[src/dpr_cfg.svh]
// constants for the dual-port ram block
`ifndef DPR_CFG_SVH
`define DPR_CFG_SVH

`define DPR_ADDR_W    6
`define DPR_DATA_W    8
`define DPR_NIB_W     4
`define DPR_WORDS     32
`define DPR_IDX_W     5
`define DPR_TOP_BIT   5
`define DPR_NIB_BIT   0
`define DPR_RDATA_RST 8'h00
`define DPR_NIB_ZERO  4'h0
`define DPR_TOP_MASK  6'h20

`endif

[src/dpr_pkg.sv]
// types shared by the dual-port ram block
`include "dpr_cfg.svh"

package dpr_pkg;

	// one write request as seen on the write side
	typedef struct packed {
		logic                      en;
		logic [`DPR_ADDR_W-1:0]    addr;
		logic [`DPR_DATA_W-1:0]    data;
	} dpr_wreq_t;

	// one read request as seen on the read side
	typedef struct packed {
		logic                      en;
		logic [`DPR_ADDR_W-1:0]    addr;
	} dpr_rreq_t;

	// static configuration of the block
	typedef struct packed {
		logic                      byte_mode;
		logic                      wr_fall;
		logic                      rd_fall;
	} dpr_cfg_t;

endpackage : dpr_pkg

[src/dpr_edge.sv]
// port clock synchroniser with selectable active edge
`timescale 1ns/1ps

module dpr_edge
(
	// system
	input  wire logic clk,
	input  wire logic reset_n,
	// port clock pin and its polarity
	input  wire logic port_clk,
	input  wire logic falling_sel,
	// one-cycle pulse on the active edge
	output logic      fire
);

	logic sync1;
	logic sync2;
	logic prev;

	// two-stage synchroniser, then one stage for edge detection
	always_ff @(posedge clk or negedge reset_n)
	begin
		if (!reset_n)
		begin
			sync1 <= 1'b0;
			sync2 <= 1'b0;
			prev  <= 1'b0;
		end
		else
		begin
			sync1 <= port_clk;
			sync2 <= sync1;
			prev  <= sync2;
		end
	end

	// same detector for both edges, only the sense is swapped
	always_comb
	begin
		fire = (sync2 != prev) && (sync2 == !falling_sel);
	end

	// the pulse must trace back to the pin level two and three cycles earlier
	a_edge_sense: assert property (@(posedge clk) disable iff (!reset_n)
		fire |-> (sync2 == !falling_sel) && (sync2 == $past(port_clk, 2))
			&& (prev == $past(port_clk, 3)))
		else $error("edge pulse does not follow the port clock pin");

	a_edge_single: assert property (@(posedge clk) disable iff (!reset_n)
		fire |=> !fire)
		else $error("edge pulse longer than one cycle");

endmodule : dpr_edge

[src/dpr_sram.sv]
// dual-port 256-bit ram block, 32x8 or 64x4
// Functional notes
// - 256 bits of storage, usable as 32 bytes or 64 nibbles.
// - read and write ports run independently and never block each other.
// - each port takes a six-bit word address, 64 words in nibble mode.
// - in byte mode the top address bit of both ports is ignored.
// - separate read and write clocks, each with selectable active edge.
// - falling-edge write behaves exactly like rising-edge write.
// - eight-bit write and read buses; nibble mode uses the low half.
`timescale 1ns/1ps
`include "dpr_cfg.svh"

module dpr_sram
	import dpr_pkg::*;
(
	// system
	input  wire logic                   clk,
	input  wire logic                   reset_n,
	// configuration
	input  wire logic                   byte_mode,
	input  wire logic                   write_clk_falling,
	input  wire logic                   read_clk_falling,
	// write port
	input  wire logic                   write_clk,
	input  wire logic                   write_en,
	input  wire logic [`DPR_ADDR_W-1:0] write_word_addr,
	input  wire logic [`DPR_DATA_W-1:0] write_data_in,
	// read port
	input  wire logic                   read_clk,
	input  wire logic                   read_en,
	input  wire logic [`DPR_ADDR_W-1:0] read_word_addr,
	output logic      [`DPR_DATA_W-1:0] read_data_out
);

	// storage: 32 bytes, a nibble word is one half of a byte
	logic [`DPR_DATA_W-1:0] mem [`DPR_WORDS];

	dpr_cfg_t  cfg_s1;
	dpr_cfg_t  cfg;
	dpr_wreq_t wreq_s1;
	dpr_wreq_t wreq;
	dpr_rreq_t rreq_s1;
	dpr_rreq_t rreq;
	logic      write_fire;
	logic      read_fire;
	logic [`DPR_IDX_W-1:0] w_idx;
	logic [`DPR_IDX_W-1:0] r_idx;

	// byte index of a port address; the top bit is dropped in byte mode
	function automatic logic [`DPR_IDX_W-1:0] word_index(
		input logic [`DPR_ADDR_W-1:0] addr,
		input logic                   bmode
	);
		if (bmode)
			word_index = addr[`DPR_IDX_W-1:0];
		else
			word_index = addr[`DPR_ADDR_W-1:1];
	endfunction : word_index

	// value a read returns from a stored byte
	function automatic logic [`DPR_DATA_W-1:0] read_value(
		input logic [`DPR_DATA_W-1:0] word,
		input logic                   nib_hi,
		input logic                   bmode
	);
		if (bmode)
			read_value = word;
		else if (nib_hi)
			read_value = {`DPR_NIB_ZERO, word[`DPR_DATA_W-1:`DPR_NIB_W]};
		else
			read_value = {`DPR_NIB_ZERO, word[`DPR_NIB_W-1:0]};
	endfunction : read_value

	// configuration arrives from the array, two flip-flops before use
	always_ff @(posedge clk or negedge reset_n)
	begin
		if (!reset_n)
		begin
			cfg_s1 <= '0;
			cfg    <= '0;
		end
		else
		begin
			cfg_s1 <= '{byte_mode: byte_mode, wr_fall: write_clk_falling,
				rd_fall: read_clk_falling};
			cfg    <= cfg_s1;
		end
	end

	// write request pins, aligned with the write clock synchroniser
	always_ff @(posedge clk or negedge reset_n)
	begin
		if (!reset_n)
		begin
			wreq_s1 <= '0;
			wreq    <= '0;
		end
		else
		begin
			wreq_s1 <= '{en: write_en, addr: write_word_addr, data: write_data_in};
			wreq    <= wreq_s1;
		end
	end

	// read request pins, aligned with the read clock synchroniser
	always_ff @(posedge clk or negedge reset_n)
	begin
		if (!reset_n)
		begin
			rreq_s1 <= '0;
			rreq    <= '0;
		end
		else
		begin
			rreq_s1 <= '{en: read_en, addr: read_word_addr};
			rreq    <= rreq_s1;
		end
	end

	// separate edge detectors per port
	dpr_edge u_wr_edge
	(
		.clk         (clk),
		.reset_n     (reset_n),
		.port_clk    (write_clk),
		.falling_sel (cfg.wr_fall),
		.fire        (write_fire)
	);

	dpr_edge u_rd_edge
	(
		.clk         (clk),
		.reset_n     (reset_n),
		.port_clk    (read_clk),
		.falling_sel (cfg.rd_fall),
		.fire        (read_fire)
	);

	// address decode for both ports
	always_comb
	begin
		w_idx = word_index(wreq.addr, cfg.byte_mode);
		r_idx = word_index(rreq.addr, cfg.byte_mode);
	end

	// write port: whole byte, or one nibble chosen by the low address bit
	always_ff @(posedge clk)
	begin
		if (write_fire && wreq.en)
		begin
			if (cfg.byte_mode)
				mem[w_idx] <= wreq.data;
			else if (wreq.addr[`DPR_NIB_BIT])
				mem[w_idx][`DPR_DATA_W-1:`DPR_NIB_W] <= wreq.data[`DPR_NIB_W-1:0];
			else
				mem[w_idx][`DPR_NIB_W-1:0] <= wreq.data[`DPR_NIB_W-1:0];
		end
	end

	// read port: own edge, own address, never waits for the write port
	always_ff @(posedge clk or negedge reset_n)
	begin
		if (!reset_n)
			read_data_out <= `DPR_RDATA_RST;
		else if (read_fire && rreq.en)
			read_data_out <= read_value(mem[r_idx], rreq.addr[`DPR_NIB_BIT],
				cfg.byte_mode);
	end

	// checks on the storage and both ports

	a_byte_write_lands: assert property (@(posedge clk) disable iff (!reset_n)
		(write_fire && wreq.en && cfg.byte_mode) |=>
			(mem[$past(w_idx)] == $past(wreq.data)))
		else $error("byte write not stored at addressed word");

	a_nib_write_keeps: assert property (@(posedge clk) disable iff (!reset_n)
		(write_fire && wreq.en && !cfg.byte_mode && !wreq.addr[`DPR_NIB_BIT]) |=>
			(mem[$past(w_idx)][`DPR_NIB_W-1:0] == $past(wreq.data[`DPR_NIB_W-1:0]))
			&& (mem[$past(w_idx)][`DPR_DATA_W-1:`DPR_NIB_W] ==
			$past(mem[w_idx][`DPR_DATA_W-1:`DPR_NIB_W])))
		else $error("low nibble write wrong or upper nibble disturbed");

	a_read_returns: assert property (@(posedge clk) disable iff (!reset_n)
		(read_fire && rreq.en && cfg.byte_mode) |=>
			(read_data_out == $past(mem[r_idx])))
		else $error("read output does not match addressed word");

	// nibble read: low half carries the nibble picked by the low address bit
	a_nib_read_low: assert property (@(posedge clk) disable iff (!reset_n)
		(read_fire && rreq.en && !cfg.byte_mode) |=>
			(read_data_out[`DPR_NIB_W-1:0] == ($past(rreq.addr[`DPR_NIB_BIT]) ?
			$past(mem[r_idx][`DPR_DATA_W-1:`DPR_NIB_W]) :
			$past(mem[r_idx][`DPR_NIB_W-1:0]))))
		else $error("nibble read returns the wrong half");

	// upper nibble write must leave the lower nibble alone
	a_nib_write_high: assert property (@(posedge clk) disable iff (!reset_n)
		(write_fire && wreq.en && !cfg.byte_mode && wreq.addr[`DPR_NIB_BIT]) |=>
			(mem[$past(w_idx)][`DPR_DATA_W-1:`DPR_NIB_W] == $past(wreq.data[`DPR_NIB_W-1:0]))
			&& (mem[$past(w_idx)][`DPR_NIB_W-1:0] == $past(mem[w_idx][`DPR_NIB_W-1:0])))
		else $error("upper nibble write wrong or lower nibble disturbed");

	// an edge with the enable low must not touch the addressed word
	a_write_refused: assert property (@(posedge clk) disable iff (!reset_n)
		(write_fire && !wreq.en) |=> (mem[$past(w_idx)] == $past(mem[w_idx])))
		else $error("disabled write changed the addressed word");

	a_read_holds: assert property (@(posedge clk) disable iff (!reset_n)
		!(read_fire && rreq.en) |=> $stable(read_data_out))
		else $error("read output changed without an active read edge");

	a_nib_upper_zero: assert property (@(posedge clk) disable iff (!reset_n)
		(read_fire && rreq.en && !cfg.byte_mode) |=>
			(read_data_out[`DPR_DATA_W-1:`DPR_NIB_W] == `DPR_NIB_ZERO))
		else $error("upper half of read bus not zero in nibble mode");

	a_top_bit_ignored: assert property (@(posedge clk) disable iff (!reset_n)
		cfg.byte_mode |-> (r_idx == rreq.addr[`DPR_IDX_W-1:0])
			&& (w_idx == wreq.addr[`DPR_IDX_W-1:0]))
		else $error("top address bit affects byte mode decode");

	a_ports_concurrent: assert property (@(posedge clk) disable iff (!reset_n)
		(read_fire && rreq.en && write_fire && wreq.en && cfg.byte_mode) |=>
			(read_data_out == $past(mem[r_idx]))
			&& (mem[$past(w_idx)] == $past(wreq.data)))
		else $error("simultaneous read and write interfered");

endmodule : dpr_sram

[config.mk]
export PLATFORM = sky130hd
export DESIGN_NAME = dpr_sram
export DESIGN_NICKNAME = d
export VERILOG_FILES = /design/src/dpr_pkg.sv /design/src/dpr_edge.sv /design/src/dpr_sram.sv
export VERILOG_INCLUDE_DIRS = /design/src
export SDC_FILE = /design/constraint.sdc
export NUM_CORES = 1
export LEC_CHECK = 0
export BUFFER_PORTS_ARGS = -buffer_cell sky130_fd_sc_hd__buf_2
export CORE_ASPECT_RATIO = 0.6
export CORE_UTILIZATION = 43
export CTS_CLUSTER_DIAMETER = 100
export DETAILED_ROUTE_END_ITERATION = 10
export GPL_TIMING_DRIVEN = 0
export SLEW_MARGIN = 5
export SYNTH_ARGS = -nofsm -noshare
export SYNTH_HDL_FRONTEND = slang
export SYNTH_SLANG_ARGS = --single-unit
[constraint.sdc]
create_clock -name clk -period 6.95 [get_ports clk]
set_input_delay 1.39 -clock clk [delete_from_list [all_inputs] [get_ports clk]]
set_output_delay 1.39 -clock clk [all_outputs]
set_load 0.05 [all_outputs]
Yosys cells after proc, flatten, opt, wreduce, memory -nomap -nowiden
Memory sizes are Yosys's and may differ from the RTL's. Cells that the tools add are included.

Add/sub/neg operators: 0. Multipliers: 0. Divide/modulo/power cells: 0. $lt $le $gt $ge: 0. Equal/unequal tests: 4. Shift operators: 0. Muxes and demuxes: 17. Bitwise logic cells: 2. Reductions and logical operators: 6.

Operator list (number): 2-to-1 mux 4 bit (3); 2-to-1 mux 1 bit (11); 2-to-1 mux 5 bit (2); 2-to-1 mux 8 bit (1); logical AND 1 bit (4); == test 1 bit (2); zero test 1 bit (2); inequality test 1 bit (2); OR 1 bit (2).

Register bits: 64. Bits in latches: 0. Memory bits (writable): 256. Bits in read-only memories: 0. Word-level logic and storage cells: 53. Memories kept: 1.

Memory list: mem (words 32, bits a word 8, read ports 1, clocked after memory_dff 0, write ports 1, RTL line dpr_sram.sv:36) `` logic [`DPR_DATA_W-1:0] mem [`DPR_WORDS]; ``.

Depth between registers and ports, before layout
Gate-level depths: netlist of the first run.

Depth in word-level cells: 7. Depth in mapped cells: 11. Gate-level depth less buffers: 7.

Cells and area by module
Synthesis of the first run repeated with hierarchy kept, for this count alone.

Cell total of the unflattened synthesis: 1073. Area, all modules: 14891.8 um^2.

Modules (own cells, without submodules): dpr_sram (times used 1, cells each 1061, area each 14696.6 um^2); dpr_edge (times used 2, cells each 6, area each 97.6 um^2).

Least setup slack after synthesis of the first run
OpenSTA, ideal clock, no wires.

Path kind: register to register. From: register cfg[2] (netlist name). To: memory mem[20][0] (netlist name) (enable). Data arrival time: 1.938 ns. Slack: 4.682 ns. Cell stages (with the launch flop): 11. Buffers on the path: 5. Cells stage by stage: dfrtp_1 buf_4 buf_4 buf_4 buf_4 buf_2 nand2_1 o21ai_0 nor2_1 nand2_1 nor2_1.

Cells in the longest elaborated chain, start to end: 4.

RTL lines: from (decl) (RTL line dpr_sram.sv:39) `dpr_cfg_t cfg;`; from (signal assigned) (RTL line dpr_sram.sv:86) `cfg <= cfg_s1;`; 2-to-1 mux 1 bit (RTL line dpr_sram.sv:151) `if (cfg.byte_mode)`; 2-to-1 mux 1 bit (RTL line dpr_sram.sv:149) `if (write_fire && wreq.en)`; 2-to-1 mux 1 bit (on tied branches) (RTL line dpr_sram.sv:152, dpr_sram.sv:156); OR 1 bit (no line); to (decl) (RTL line dpr_sram.sv:36).

Parallel ways exist; a longest one is shown, timed or not.

Worst setup path after layout of the first run
From: register rreq[2] (netlist name). To: register read_data_out[3].

Cells in the longest elaborated chain, start to end: 4.

RTL lines: from (decl) (RTL line dpr_sram.sv:43) `dpr_rreq_t rreq;`; from (signal assigned) (RTL line dpr_sram.sv:116) `rreq <= rreq_s1;`; 2-to-1 mux 5 bit (*) (RTL line dpr_sram.sv:54) `if (bmode)`; memory (32 x 8 bit) (*); 2-to-1 mux 4 bit (RTL line dpr_sram.sv:68) `else if (nib_hi)`; 2-to-1 mux 8 bit (*) (RTL line dpr_sram.sv:66) `if (bmode)`; to (signal assigned) (RTL line dpr_sram.sv:164) `` read_data_out <= `DPR_RDATA_RST; ``; to (signal assigned) (RTL line dpr_sram.sv:166) `` read_data_out <= read_value(mem[r_idx], rreq.addr[`DPR_NIB_BIT], ``; to (decl) (RTL line dpr_sram.sv:32) `` output logic [`DPR_DATA_W-1:0] read_data_out ``.

Mark *: on every way between the ends. The rest lies on a longest branch, timed or not. A chain may end at the register's enable or synchronous reset.

==> results.py, run 1 <==
metrics = {
    "status": {
        "outcome": "finished, final reports clean",
    },
    "floorplanning": {
        "die_w_um": 243,
        "die_h_um": 147,
        "initial_core_util": 0.441,
        "core_area_um2": 34000,
        "die_area_um2": 35600,
        "num_rows": 52,
        "io_pins": 37,
    },
    "grt": {
        "gr-total-overflow": 0,
        "grt_max_degree": 65,
        "grt_pass1_vias": 10400,
        "grt_usage": 0.306,
        "antenna_found_initial": 0,
        "grt_pass1_wl_um": 76900,
    },
    "sta": {
        "finClkSkew_ps": 19.4,
        "fin_setup_tns_ps": 0,
        "max_slew_margin": 0.103,
        "rsz0062_at_grt": "no",
        "drv_slew": 0,
        "worst_slew_pin_slew_ps": 1350,
        "finalSetupViolCount": 0,
        "period_share": 0.576,
        "period_needed_ps": 4000,
        "hold_viol": 0,
        "max_freq_mhz": 250,
    },
    "synthesis": {
        "synthTopCellsByArea": "edfxtp_1 51%, dfrtp_1 11%, mux2i_1 4.3%",
        "synth_flop_cell": "edfxtp_1",
        "syn_avg_cell_area_um2": 13.3,
        "synth_top_cell_by_area": "edfxtp_1",
        "synth_top_cells_by_count": "256 x edfxtp_1, 128 x nor2_1, 74 x a21oi_1",
        "synthArstFlopShare": 0.200,
        "yosysWarnings": 0,
        "syn_nets": 1160,
        "synth.top_cell.area_share": 0.513,
        "synthCells": 1131,
        "netlist_area_um2": 15000,
        "ys_ff_latch": 320,
        "synth_edf_count": 256,
        "synth_cell_types": 71,
        "ys_seq_area_frac": 0.620,
        "synth_most_common_cell": "edfxtp_1",
    },
    "final_layout": {
        "fin_cells": 1682,
        "area_growth_pct": 11.5,
        "nNetsFinal": 1228,
        "n_antenna_cell": 0,
        "n_fill_cell": 2957,
        "layout-drive-gt1-share": 0.189,
    },
    "cts": {
        "clockBufferDepth": 3,
        "cts_hold_buf": 0,
        "root_buffer": "clkbuf_16",
        "cts-buffers-inserted": 30,
        "post-cts-setup-buffers": 0,
        "clkSinkCount": 320,
        "htree_levels": 1,
        "cts_tree": "yes",
        "ctsResizeCount": 0,
        "cts.clk_slew.worst_paths_ps": 70,
        "worst_skew_pair.late_latency_ps": 590,
    },
    "routing": {
        "dr.pass1.iters": 6,
        "wl_per_cell_um": 32.5,
        "wirelength_um": 54700,
        "antenna_left": 0,
        "post-route-drc-count": 0,
        "num_vias": 11300,
        "first_iter_violations": 1812,
        "vias_per_cell": 6.72,
    },
    "worst_hold_path": {
        "min_from": "u_rd_edge.sync1",
        "min_path_type": "reg -> reg",
    },
    "place": {
        "place_congestion": 1.00,
        "place_hpwl_um": 38000,
        "portBuffers": 36,
        "post-place-cells": 1626,
    },
    "critical_path": {
        "cp.required_ps": 7390,
        "critical_path.startpoint": "rreq[2]",
        "endpoint_kind": "flop",
        "reg2reg_from": "rreq[2]",
        "critPathMaxFanout": 10,
        "crit_type": "reg -> reg",
        "cp-start-kind": "flop",
        "reg2reg_slack_ps": 2950,
        "arrival_ps": 4440,
    },
    "power_and_ir_drop": {
        "power.density_nw_per_um2": 255,
        "ir_drop_uv": 223,
        "power.leakage_nw": 5.73,
    },
    "job": {
        "cap_violations": 0,
    },
}
-- worst paths after layout --
| path | cells past startpoint | to |
|---|---|---|
| max | 10 | read_data_out[3] |
| max in group asynchronous | 1 | wreq[14] |
| max reg2reg | 10 | read_data_out[3] |
| min | 0 | u_rd_edge.sync2 |
| min reg2reg | 0 | u_rd_edge.sync2 |
| min in group asynchronous | 1 | cfg_s1[2] |
-- layer usage --
layer | up-vias | global-route usage | part of all wire
li1 | 4580 | - | -
met1 | 5611 | 0.472 | 0.44
met2 | 996 | 0.374 | 0.36
met3 | 116 | 0.150 | 0.17
met4 | 0 | 0.0651 | 0.024
met5 | - | 0 | 0
-- state kept, by name (all words and copies together), names as in the netlist, 3 cells and up --
signal and count:
cfg 3, cfg_s1 3, mem 256, read_data_out 8, rreq 7, rreq_s1 7, wreq 15, wreq_s1 15
-- stage by stage --
step / hold slack, ps / worst slack [ps] / power, mW / util / area [µm²]
finish: 339 / 2950 / 4.26 / 0.491 / 16700
global route: 354 / 2880 / 4.34 / 0.491 / 16700
CTS: 343 / 3230 / 4.23 / 0.491 / 16700
detailed placement: 336 / 3260 / 2.63 / 0.463 / 15700
global placement: 332 / 3300 / 2.63 / 0.463 / 15700
floorplan: 331 / 4680 / 2.44 / - / 15000
-- layout make-up --
class | instances | area (µm²) | area share
Buffer | 84 | 536 | 0.0320
Clock buffer | 39 | 830 | 0.0496
Clock inverter | 17 | 133 | 0.00794
Inverter | 10 | 37.5 | 0.00225
Multi-Input combinational cell | 717 | 5130 | 0.307
Sequential cell | 320 | 9290 | 0.556
Tap cell | 459 | 574 | 0.0344
Timing Repair Buffer | 36 | 183 | 0.0109
-- cell usage in the layout (no fill, tap or decap), types with 5 or more instances in the layout --
cell	instances
o22ai_1	47
a31oi_1	5
o31ai_1	5
a21oi_1	74
dfrtp_1	64
o2111ai_1	7
clkbuf_1	21
nand2_1	42
o21ai_0	28
a211oi_1	10
buf_2	70
clkbuf_16	31
nor2b_1	14
o21ai_1	12
a221oi_1	57
o22a_1	5
mux4_2	15
nand2b_1	16
o211ai_1	6
clkinv_2	8
nor2_1	128
mux2_2	49
edfxtp_1	256
a2bb2oi_1	6
buf_6	13
nor3_1	12
a21boi_0	13
mux2_1	16
o221ai_1	15
buf_4	19
a22oi_1	9
mux2i_1	65
inv_1	7
-- cells by family (layout without fill, tap and decap cells) --
kind of cell           count (synthesis)  after routing  share of synthesized area
AO/OA/AOI/OAI                        326            326                      0.151
multiplexers                         145            145                      0.115
buffers and inverters                 94            186                     0.0382
AND/OR/NAND/NOR                      246            246                     0.0760
flip-flops                           320            320                      0.620
-- report_power, final --
group | switching [mW] | leakage (nW) | total, mW | internal (mW)
clock network | 0.760 | 0.475 | 1.64 | 0.884
registers | 0.0320 | 3.05 | 2.14 | 2.10
logic | 0.343 | 2.20 | 0.485 | 0.141
-- critical path, stage by stage (launching register included) --
cell,delay (ps)
dfrtp_1,370
buf_6,140
buf_6,150
inv_2,280
clkbuf_1,780
clkbuf_1,660
o22ai_1,210
o22ai_1,460
o21ai_0,170
nor3_1,480
a211oi_1,120
Note: power is estimated with default switching activity, not from simulation.
==> run 2: changes to the inputs <==
==> constraint.sdc (replaced) <==
create_clock -name clk -period 3.8 [get_ports clk]
set_input_delay 0.76 -clock clk [delete_from_list [all_inputs] [get_ports clk]]
set_output_delay 0.76 -clock clk [all_outputs]
set_load 0.05 [all_outputs]
==> results.py, run 2 (same netlist as run 1, synthesis figures left out) <==
metrics = {
    "final_layout": {
        "nNetsFinal": 1226,
        "n_antenna_cell": 0,
        "area_growth_pct": 11.5,
        "largest_reg_flops": 256,
        "largest-register": "mem",
        "n_fill_cell": 2956,
        "fin_area_um2": 16700,
        "layout-drive-gt1-share": 0.192,
        "layout_common_cells": "256 x edfxtp_1, 126 x nor2_1, 74 x a21oi_1, 70 x buf_2, 65 x mux2i_1",
        "ff_latch_area_um2": 9290,
        "final_common_cell": "edfxtp_1",
        "fin_cells": 1680,
        "reg_top3": "mem x256, wreq x15, wreq_s1 x15",
        "multiInputGateArea_um2": 5140,
    },
    "routing": {
        "first_iter_violations": 1832,
        "wl_per_cell_um": 32.4,
        "post-route-drc-count": 0,
        "vias_per_cell": 6.67,
        "wirelength_um": 54400,
        "dr.pass1.iters": 5,
        "antenna_left": 0,
        "num_vias": 11200,
    },
    "cts": {
        "htree_levels": 1,
        "post-cts-setup-buffers": 0,
        "root_buffer": "clkbuf_16",
        "cts_tree": "yes",
        "clkSinkCount": 320,
        "worst_skew_pair.late_latency_ps": 580,
        "cts-buffers-inserted": 30,
        "cts_hold_buf": 0,
        "cts.clk_slew.worst_paths_ps": 60,
        "clockBufferDepth": 3,
    },
    "place": {
        "place_congestion": 1.00,
        "post-place-ws_ps": 111,
        "portBuffers": 36,
        "post-place-cells": 1626,
        "place_hpwl_um": 38000,
        "place_area_um2": 15700,
    },
    "worst_hold_path": {
        "min_path_type": "in -> async",
    },
    "sta": {
        "max_freq_mhz": 275,
        "hold_viol": 0,
        "worst_slew_pin_slew_ps": 1380,
        "setup_ws_ps": 167,
        "max_slew_margin": 0.0757,
        "fin_setup_tns_ps": 0,
        "rsz0062_at_grt": "no",
        "period_share": 0.956,
        "period_needed_ps": 3630,
        "finClkSkew_ps": 17.1,
        "drv_slew": 0,
        "finalSetupViolCount": 0,
    },
    "critical_path": {
        "crit_chain": "buf_4 -> buf_4 -> buf_4 -> buf_4 -> buf_2 -> nor4_1 -> a31oi_1 -> nor2_1",
        "cp-start-kind": "flop",
        "r2r-end": "mem[8][2]",
        "critical-path-slowest-cell": "a31oi_1",
        "reg2reg_depth": 8,
        "reg2reg_slack_ps": 170,
        "critical_path.startpoint": "cfg[2]",
        "endpoint_kind": "flop",
        "cp.required_ps": 4030,
        "reg2reg_from": "cfg[2]",
        "cp_common_cell": "buf_4",
        "critPathMaxFanout": 10,
        "cpPeakStageDelay_ps": 1000,
        "arrival_ps": 3860,
        "crit_type": "reg -> reg",
        "critPathCapture": "mem[8][2]",
    },
    "grt": {
        "grt_pass1_wl_um": 76900,
        "grt_usage": 0.306,
        "antenna_found_initial": 0,
        "grt_pass1_vias": 10400,
        "gr-total-overflow": 0,
        "grt_max_degree": 65,
    },
    "floorplanning": {
        "die_w_um": 243,
        "core_area_um2": 34000,
        "initial_core_util": 0.441,
        "die_area_um2": 35600,
        "die_h_um": 147,
        "num_rows": 52,
        "io_pins": 37,
    },
    "power_and_ir_drop": {
        "ir_drop_uv": 408,
        "power.leakage_nw": 5.73,
        "power.density_nw_per_um2": 466,
    },
    "status": {
        "outcome": "finished, final reports clean",
    },
    "job": {
        "cap_violations": 0,
    },
}
run 2: critical path: cells and delay by family (launching register included):
kind	cells	cell delay, ps
buffers and inverters	5	1340
DFF	1	450
and+or+nand+nor	2	460
AOI/OAI and AO/OA	1	1000
run 2: layout make-up:
| type | count | area share |
|---|---|---|
| buffer | 82 | 0.0316 |
| clock buffer | 39 | 0.0496 |
| clock inverter | 17 | 0.00793 |
| inverter | 10 | 0.00225 |
| multi-input combinational | 717 | 0.308 |
| sequential | 320 | 0.556 |
| tap | 459 | 0.0344 |
| timing repair buffer | 36 | 0.0109 |
run 2: per-layer routing:
layer,vias to the layer above,routed length (µm),GRT usage
met4,0,1330,0.0651
li1,4579,-,-
met3,108,9540,0.150
met2,933,19800,0.374
met5,-,0,0
met1,5586,23700,0.472
run 2: power breakdown:
part	switching [mW]	leakage, nW	internal [mW]
sequential	0.0590	3.05	3.85
clock	1.38	0.475	1.62
combinational	0.626	2.20	0.258
run 2: worst min-delay path by stage:
stage / endpoint / slack, ps / depth (start not counted)
3_3_place_gp: wreq[4] / 330 / 0
4_1_cts: wreq_s1[0] / 260 / 1
6_report: cfg_s1[2] / 240 / 1
2_1_floorplan: cfg[0] / 330 / 0
5_1_grt: wreq_s1[9] / 260 / 1
3_5_place_dp: rreq[2] / 340 / 0
run 2: per-stage QoR:
step | power, mW | util | hold slack [ps]
after floorplan | 4.47 | - | 331
after global placement | 4.81 | 0.463 | 332
after detailed placement | 4.82 | 0.463 | 336
after CTS | 7.73 | 0.491 | 260
after global routing | 7.94 | 0.491 | 256
final | 7.79 | 0.491 | 237
run 2: timing repair:
item,CTS,global route
setup endpoints to repair,0,90
resized for setup,0,4
endpoints found under the hold margin,0,0
==> run 3: changes to the inputs <==
--- a/config.mk
+++ b/config.mk
@@ -6,6 +6,7 @@
 export SDC_FILE = /design/constraint.sdc
 export NUM_CORES = 1
 export LEC_CHECK = 0
+export ABC_AREA = 1
 export BUFFER_PORTS_ARGS = -buffer_cell sky130_fd_sc_hd__buf_2
 export CORE_ASPECT_RATIO = 0.6
 export CORE_UTILIZATION = 43
==> constraint.sdc (replaced) <==
create_clock -name clk -period 3.11 [get_ports clk]
set_input_delay 0.622 -clock clk [delete_from_list [all_inputs] [get_ports clk]]
set_output_delay 0.622 -clock clk [all_outputs]
set_load 0.05 [all_outputs]
==> results.py, run 3 <==
metrics = {
    "power_and_ir_drop": {
        "ir_drop_uv": 514,
        "power.density_nw_per_um2": 626,
        "pwr-share-seq": 0.493,
        "clock_power_share": 0.418,
        "finalPower_mw": 9.66,
        "swShare": 0.243,
        "combPwrFrac": 0.089,
        "power.internal_mw": 7.31,
        "p_sw_mw": 2.35,
        "power.leakage_nw": 6.55,
    },
    "final_layout": {
        "largest-register": "mem",
        "layout-drive-gt1-share": 0.105,
        "final_common_cell": "nand2_1",
        "n_antenna_cell": 0,
        "layout_common_cells": "312 x nand2_1, 262 x nand3_1, 256 x edfxtp_1, 242 x inv_1, 74 x nor2_1",
        "largest_reg_flops": 256,
        "fin_area_um2": 15400,
        "reg_top3": "mem x256, wreq x15, wreq_s1 x15",
        "area_growth_pct": 13.3,
        "utilization": 0.495,
        "nNetsFinal": 1418,
    },
    "critical_path": {
        "endpoint_kind": "flop",
        "reg2reg_depth": 13,
        "cpPeakStageDelay_ps": 670,
        "arrival_ps": 3360,
        "critical-path-slowest-cell": "clkbuf_1",
        "cp.required_ps": 3560,
        "cp-start-kind": "flop",
        "crit_chain": "inv_1 -> nand2_1 -> nand2_2 -> clkbuf_1 -> nand2_1 -> nand3_1 -> nand3_1 -> nand3_1 -> nand3_1 -> nand2_1 -> nand2_1 -> nand3_1 -> nand2_1",
        "critPathTopFamily": "simple AND/OR/NAND/NOR gates",
        "reg2reg_from": "rreq[0]",
        "critPathMaxFanout": 10,
        "cp.buffers_inverters": 2,
        "cp_num_cells": 13,
        "reg2reg_slack_ps": 200,
        "critPathCapture": "read_data_out[0]",
        "crit_type": "reg -> reg",
        "r2r-end": "read_data_out[0]",
        "critical_path.startpoint": "rreq[0]",
    },
    "routing": {
        "wirelength_um": 34400,
        "vias_per_cell": 5.09,
        "dr.pass1.iters": 6,
        "post-route-drc-count": 0,
        "antenna_left": 0,
        "num_vias": 9302,
        "first_iter_violations": 1184,
        "wl_per_cell_um": 18.8,
    },
    "floorplanning": {
        "io_pins": 37,
        "die_w_um": 232,
        "num_rows": 50,
        "die_h_um": 140,
        "initial_core_util": 0.437,
        "die_area_um2": 32400,
        "core_area_um2": 31200,
    },
    "synthesis": {
        "synth_edf_count": 256,
        "synthCells": 1321,
        "netlist_area_um2": 13600,
        "synth_top_cells_by_count": "312 x nand2_1, 262 x nand3_1, 256 x edfxtp_1",
        "ys_seq_area_frac": 0.683,
        "synthTopCellsByArea": "edfxtp_1 56%, dfrtp_1 12%, nand3_1 9.6%",
        "synth_most_common_cell": "nand2_1",
        "ys_ff_latch": 320,
        "synth.top_cell.area_share": 0.565,
        "synth_flop_cell": "edfxtp_1",
        "yosysWarnings": 0,
        "syn_nets": 1350,
        "synthArstFlopShare": 0.200,
        "synth_cell_types": 21,
        "syn_avg_cell_area_um2": 10.3,
        "synth_top_cell_by_area": "edfxtp_1",
    },
    "sta": {
        "finClkSkew_ps": 12.2,
        "period_needed_ps": 2910,
        "finalSetupViolCount": 0,
        "period_share": 0.936,
        "max_slew_margin": 0.146,
        "fin_setup_tns_ps": 0,
        "hold_viol": 0,
        "max_freq_mhz": 344,
        "rsz0062_at_grt": "no",
        "worst_slew_pin_slew_ps": 1280,
        "drv_slew": 0,
        "setup_ws_ps": 199,
    },
    "cts": {
        "cts-buffers-inserted": 30,
        "clkSinkCount": 320,
        "cts.clk_slew.worst_paths_ps": 70,
        "htree_levels": 1,
        "worst_skew_pair.late_latency_ps": 570,
        "post-cts-setup-buffers": 0,
        "clockBufferDepth": 3,
        "cts_tree": "yes",
        "root_buffer": "clkbuf_16",
    },
    "worst_hold_path": {
        "min_path_type": "in -> async",
    },
    "place": {
        "place_congestion": 0.960,
        "post-place-ws_ps": 169,
        "place_hpwl_um": 24400,
        "portBuffers": 36,
        "place_area_um2": 14300,
    },
    "grt": {
        "grt_max_degree": 65,
        "grt_usage": 0.218,
        "grt_pass1_wl_um": 52200,
        "grt_pass1_vias": 8637,
        "gr-total-overflow": 0,
        "antenna_found_initial": 0,
    },
    "job": {
        "cap_violations": 0,
    },
    "status": {
        "outcome": "finished, final reports clean",
    },
}
-- run 3: cell types whose count changed after synthesis, sizes merged, moves of 23 or more --
cell,change
nand2,+273
buf,-29
mux2i,-65
o22ai,-47
a21oi,-75
a221oi,-57
o21ai,-23
mux2,-61
nor2,-54
nand3,+258
inv,+234
-- run 3: logic make-up (layout without fill, tap and decap cells) --
logic type             count (synthesis)  in the layout  synth area share
AOI/OAI and AO/OA                     17             17           0.00791
DFF                                  320            320             0.683
and+or+nand+nor                      678            678             0.218
buffers and inverters                302            394            0.0882
muxes                                  4              4           0.00331
-- run 3: worst reg2reg max path, stage by stage (launching register included) --
cell and delay [ps]:
dfrtp_1 380, inv_1 120, nand2_1 160, nand2_2 250, clkbuf_1 680, nand2_1 150
nand3_1 110, nand3_1 120, nand3_1 100, nand3_1 190, nand2_1 250, nand2_1 80
nand3_1 150, nand2_1 70
-- run 3: power by group through the flow --
| stage | clock network [mW] | logic (mW) | registers (mW) |
|---|---|---|---|
| floorplan | 0 | 0.445 | 4.91 |
| global route | 4.24 | 0.926 | 4.77 |
| global placement | 0 | 0.831 | 4.85 |
| finish | 4.04 | 0.864 | 4.76 |
| detailed placement | 0 | 0.840 | 4.85 |
| CTS | 4.07 | 0.843 | 4.76 |
-- run 3: metal layers --
metal | vias up | GRT usage | routed length [µm] | share of wire
li1 | 4403 | - | - | -
met1 | 4383 | 0.345 | 16500 | 0.48
met2 | 456 | 0.294 | 13300 | 0.39
met3 | 58 | 0.0588 | 3900 | 0.11
met4 | 2 | 0.0467 | 633 | 0.018
met5 | - | 0.0193 | 92 | 0.0027
-- run 3: what timing repair did --
item | CTS | global route
hold buffers | 0 | 0
gates resized for setup | 0 | 1
setup endpoints to repair | 0 | 40
endpoints found under the hold margin | 0 | 0
-- run 3: worst min path at each step --
stage / end / cells past startpoint
6_report: u_rd_edge.sync1 / 1
5_1_grt: cfg_s1[0] / 1
4_1_cts: wreq_s1[14] / 1
3_5_place_dp: u_rd_edge.sync2 / 0
3_3_place_gp: u_rd_edge.sync2 / 0
2_1_floorplan: cfg[0] / 0
-- run 3: through the flow --
stage	hold slack (ps)	cells
finish	143	1829
global route	130	1829
CTS	131	1829
detailed placement	335	1773
global placement	331	1773
floorplan	326	1321
-- run 3: area by class of cell --
cell class,instances,area [µm²]
Multi-Input combinational cell,699,3120
Clock inverter,17,195
Buffer,58,284
Sequential cell,320,9290
Tap cell,416,520
Clock buffer,39,911
Inverter,244,916
Fill cell,2848,15700
Timing Repair Buffer,36,183
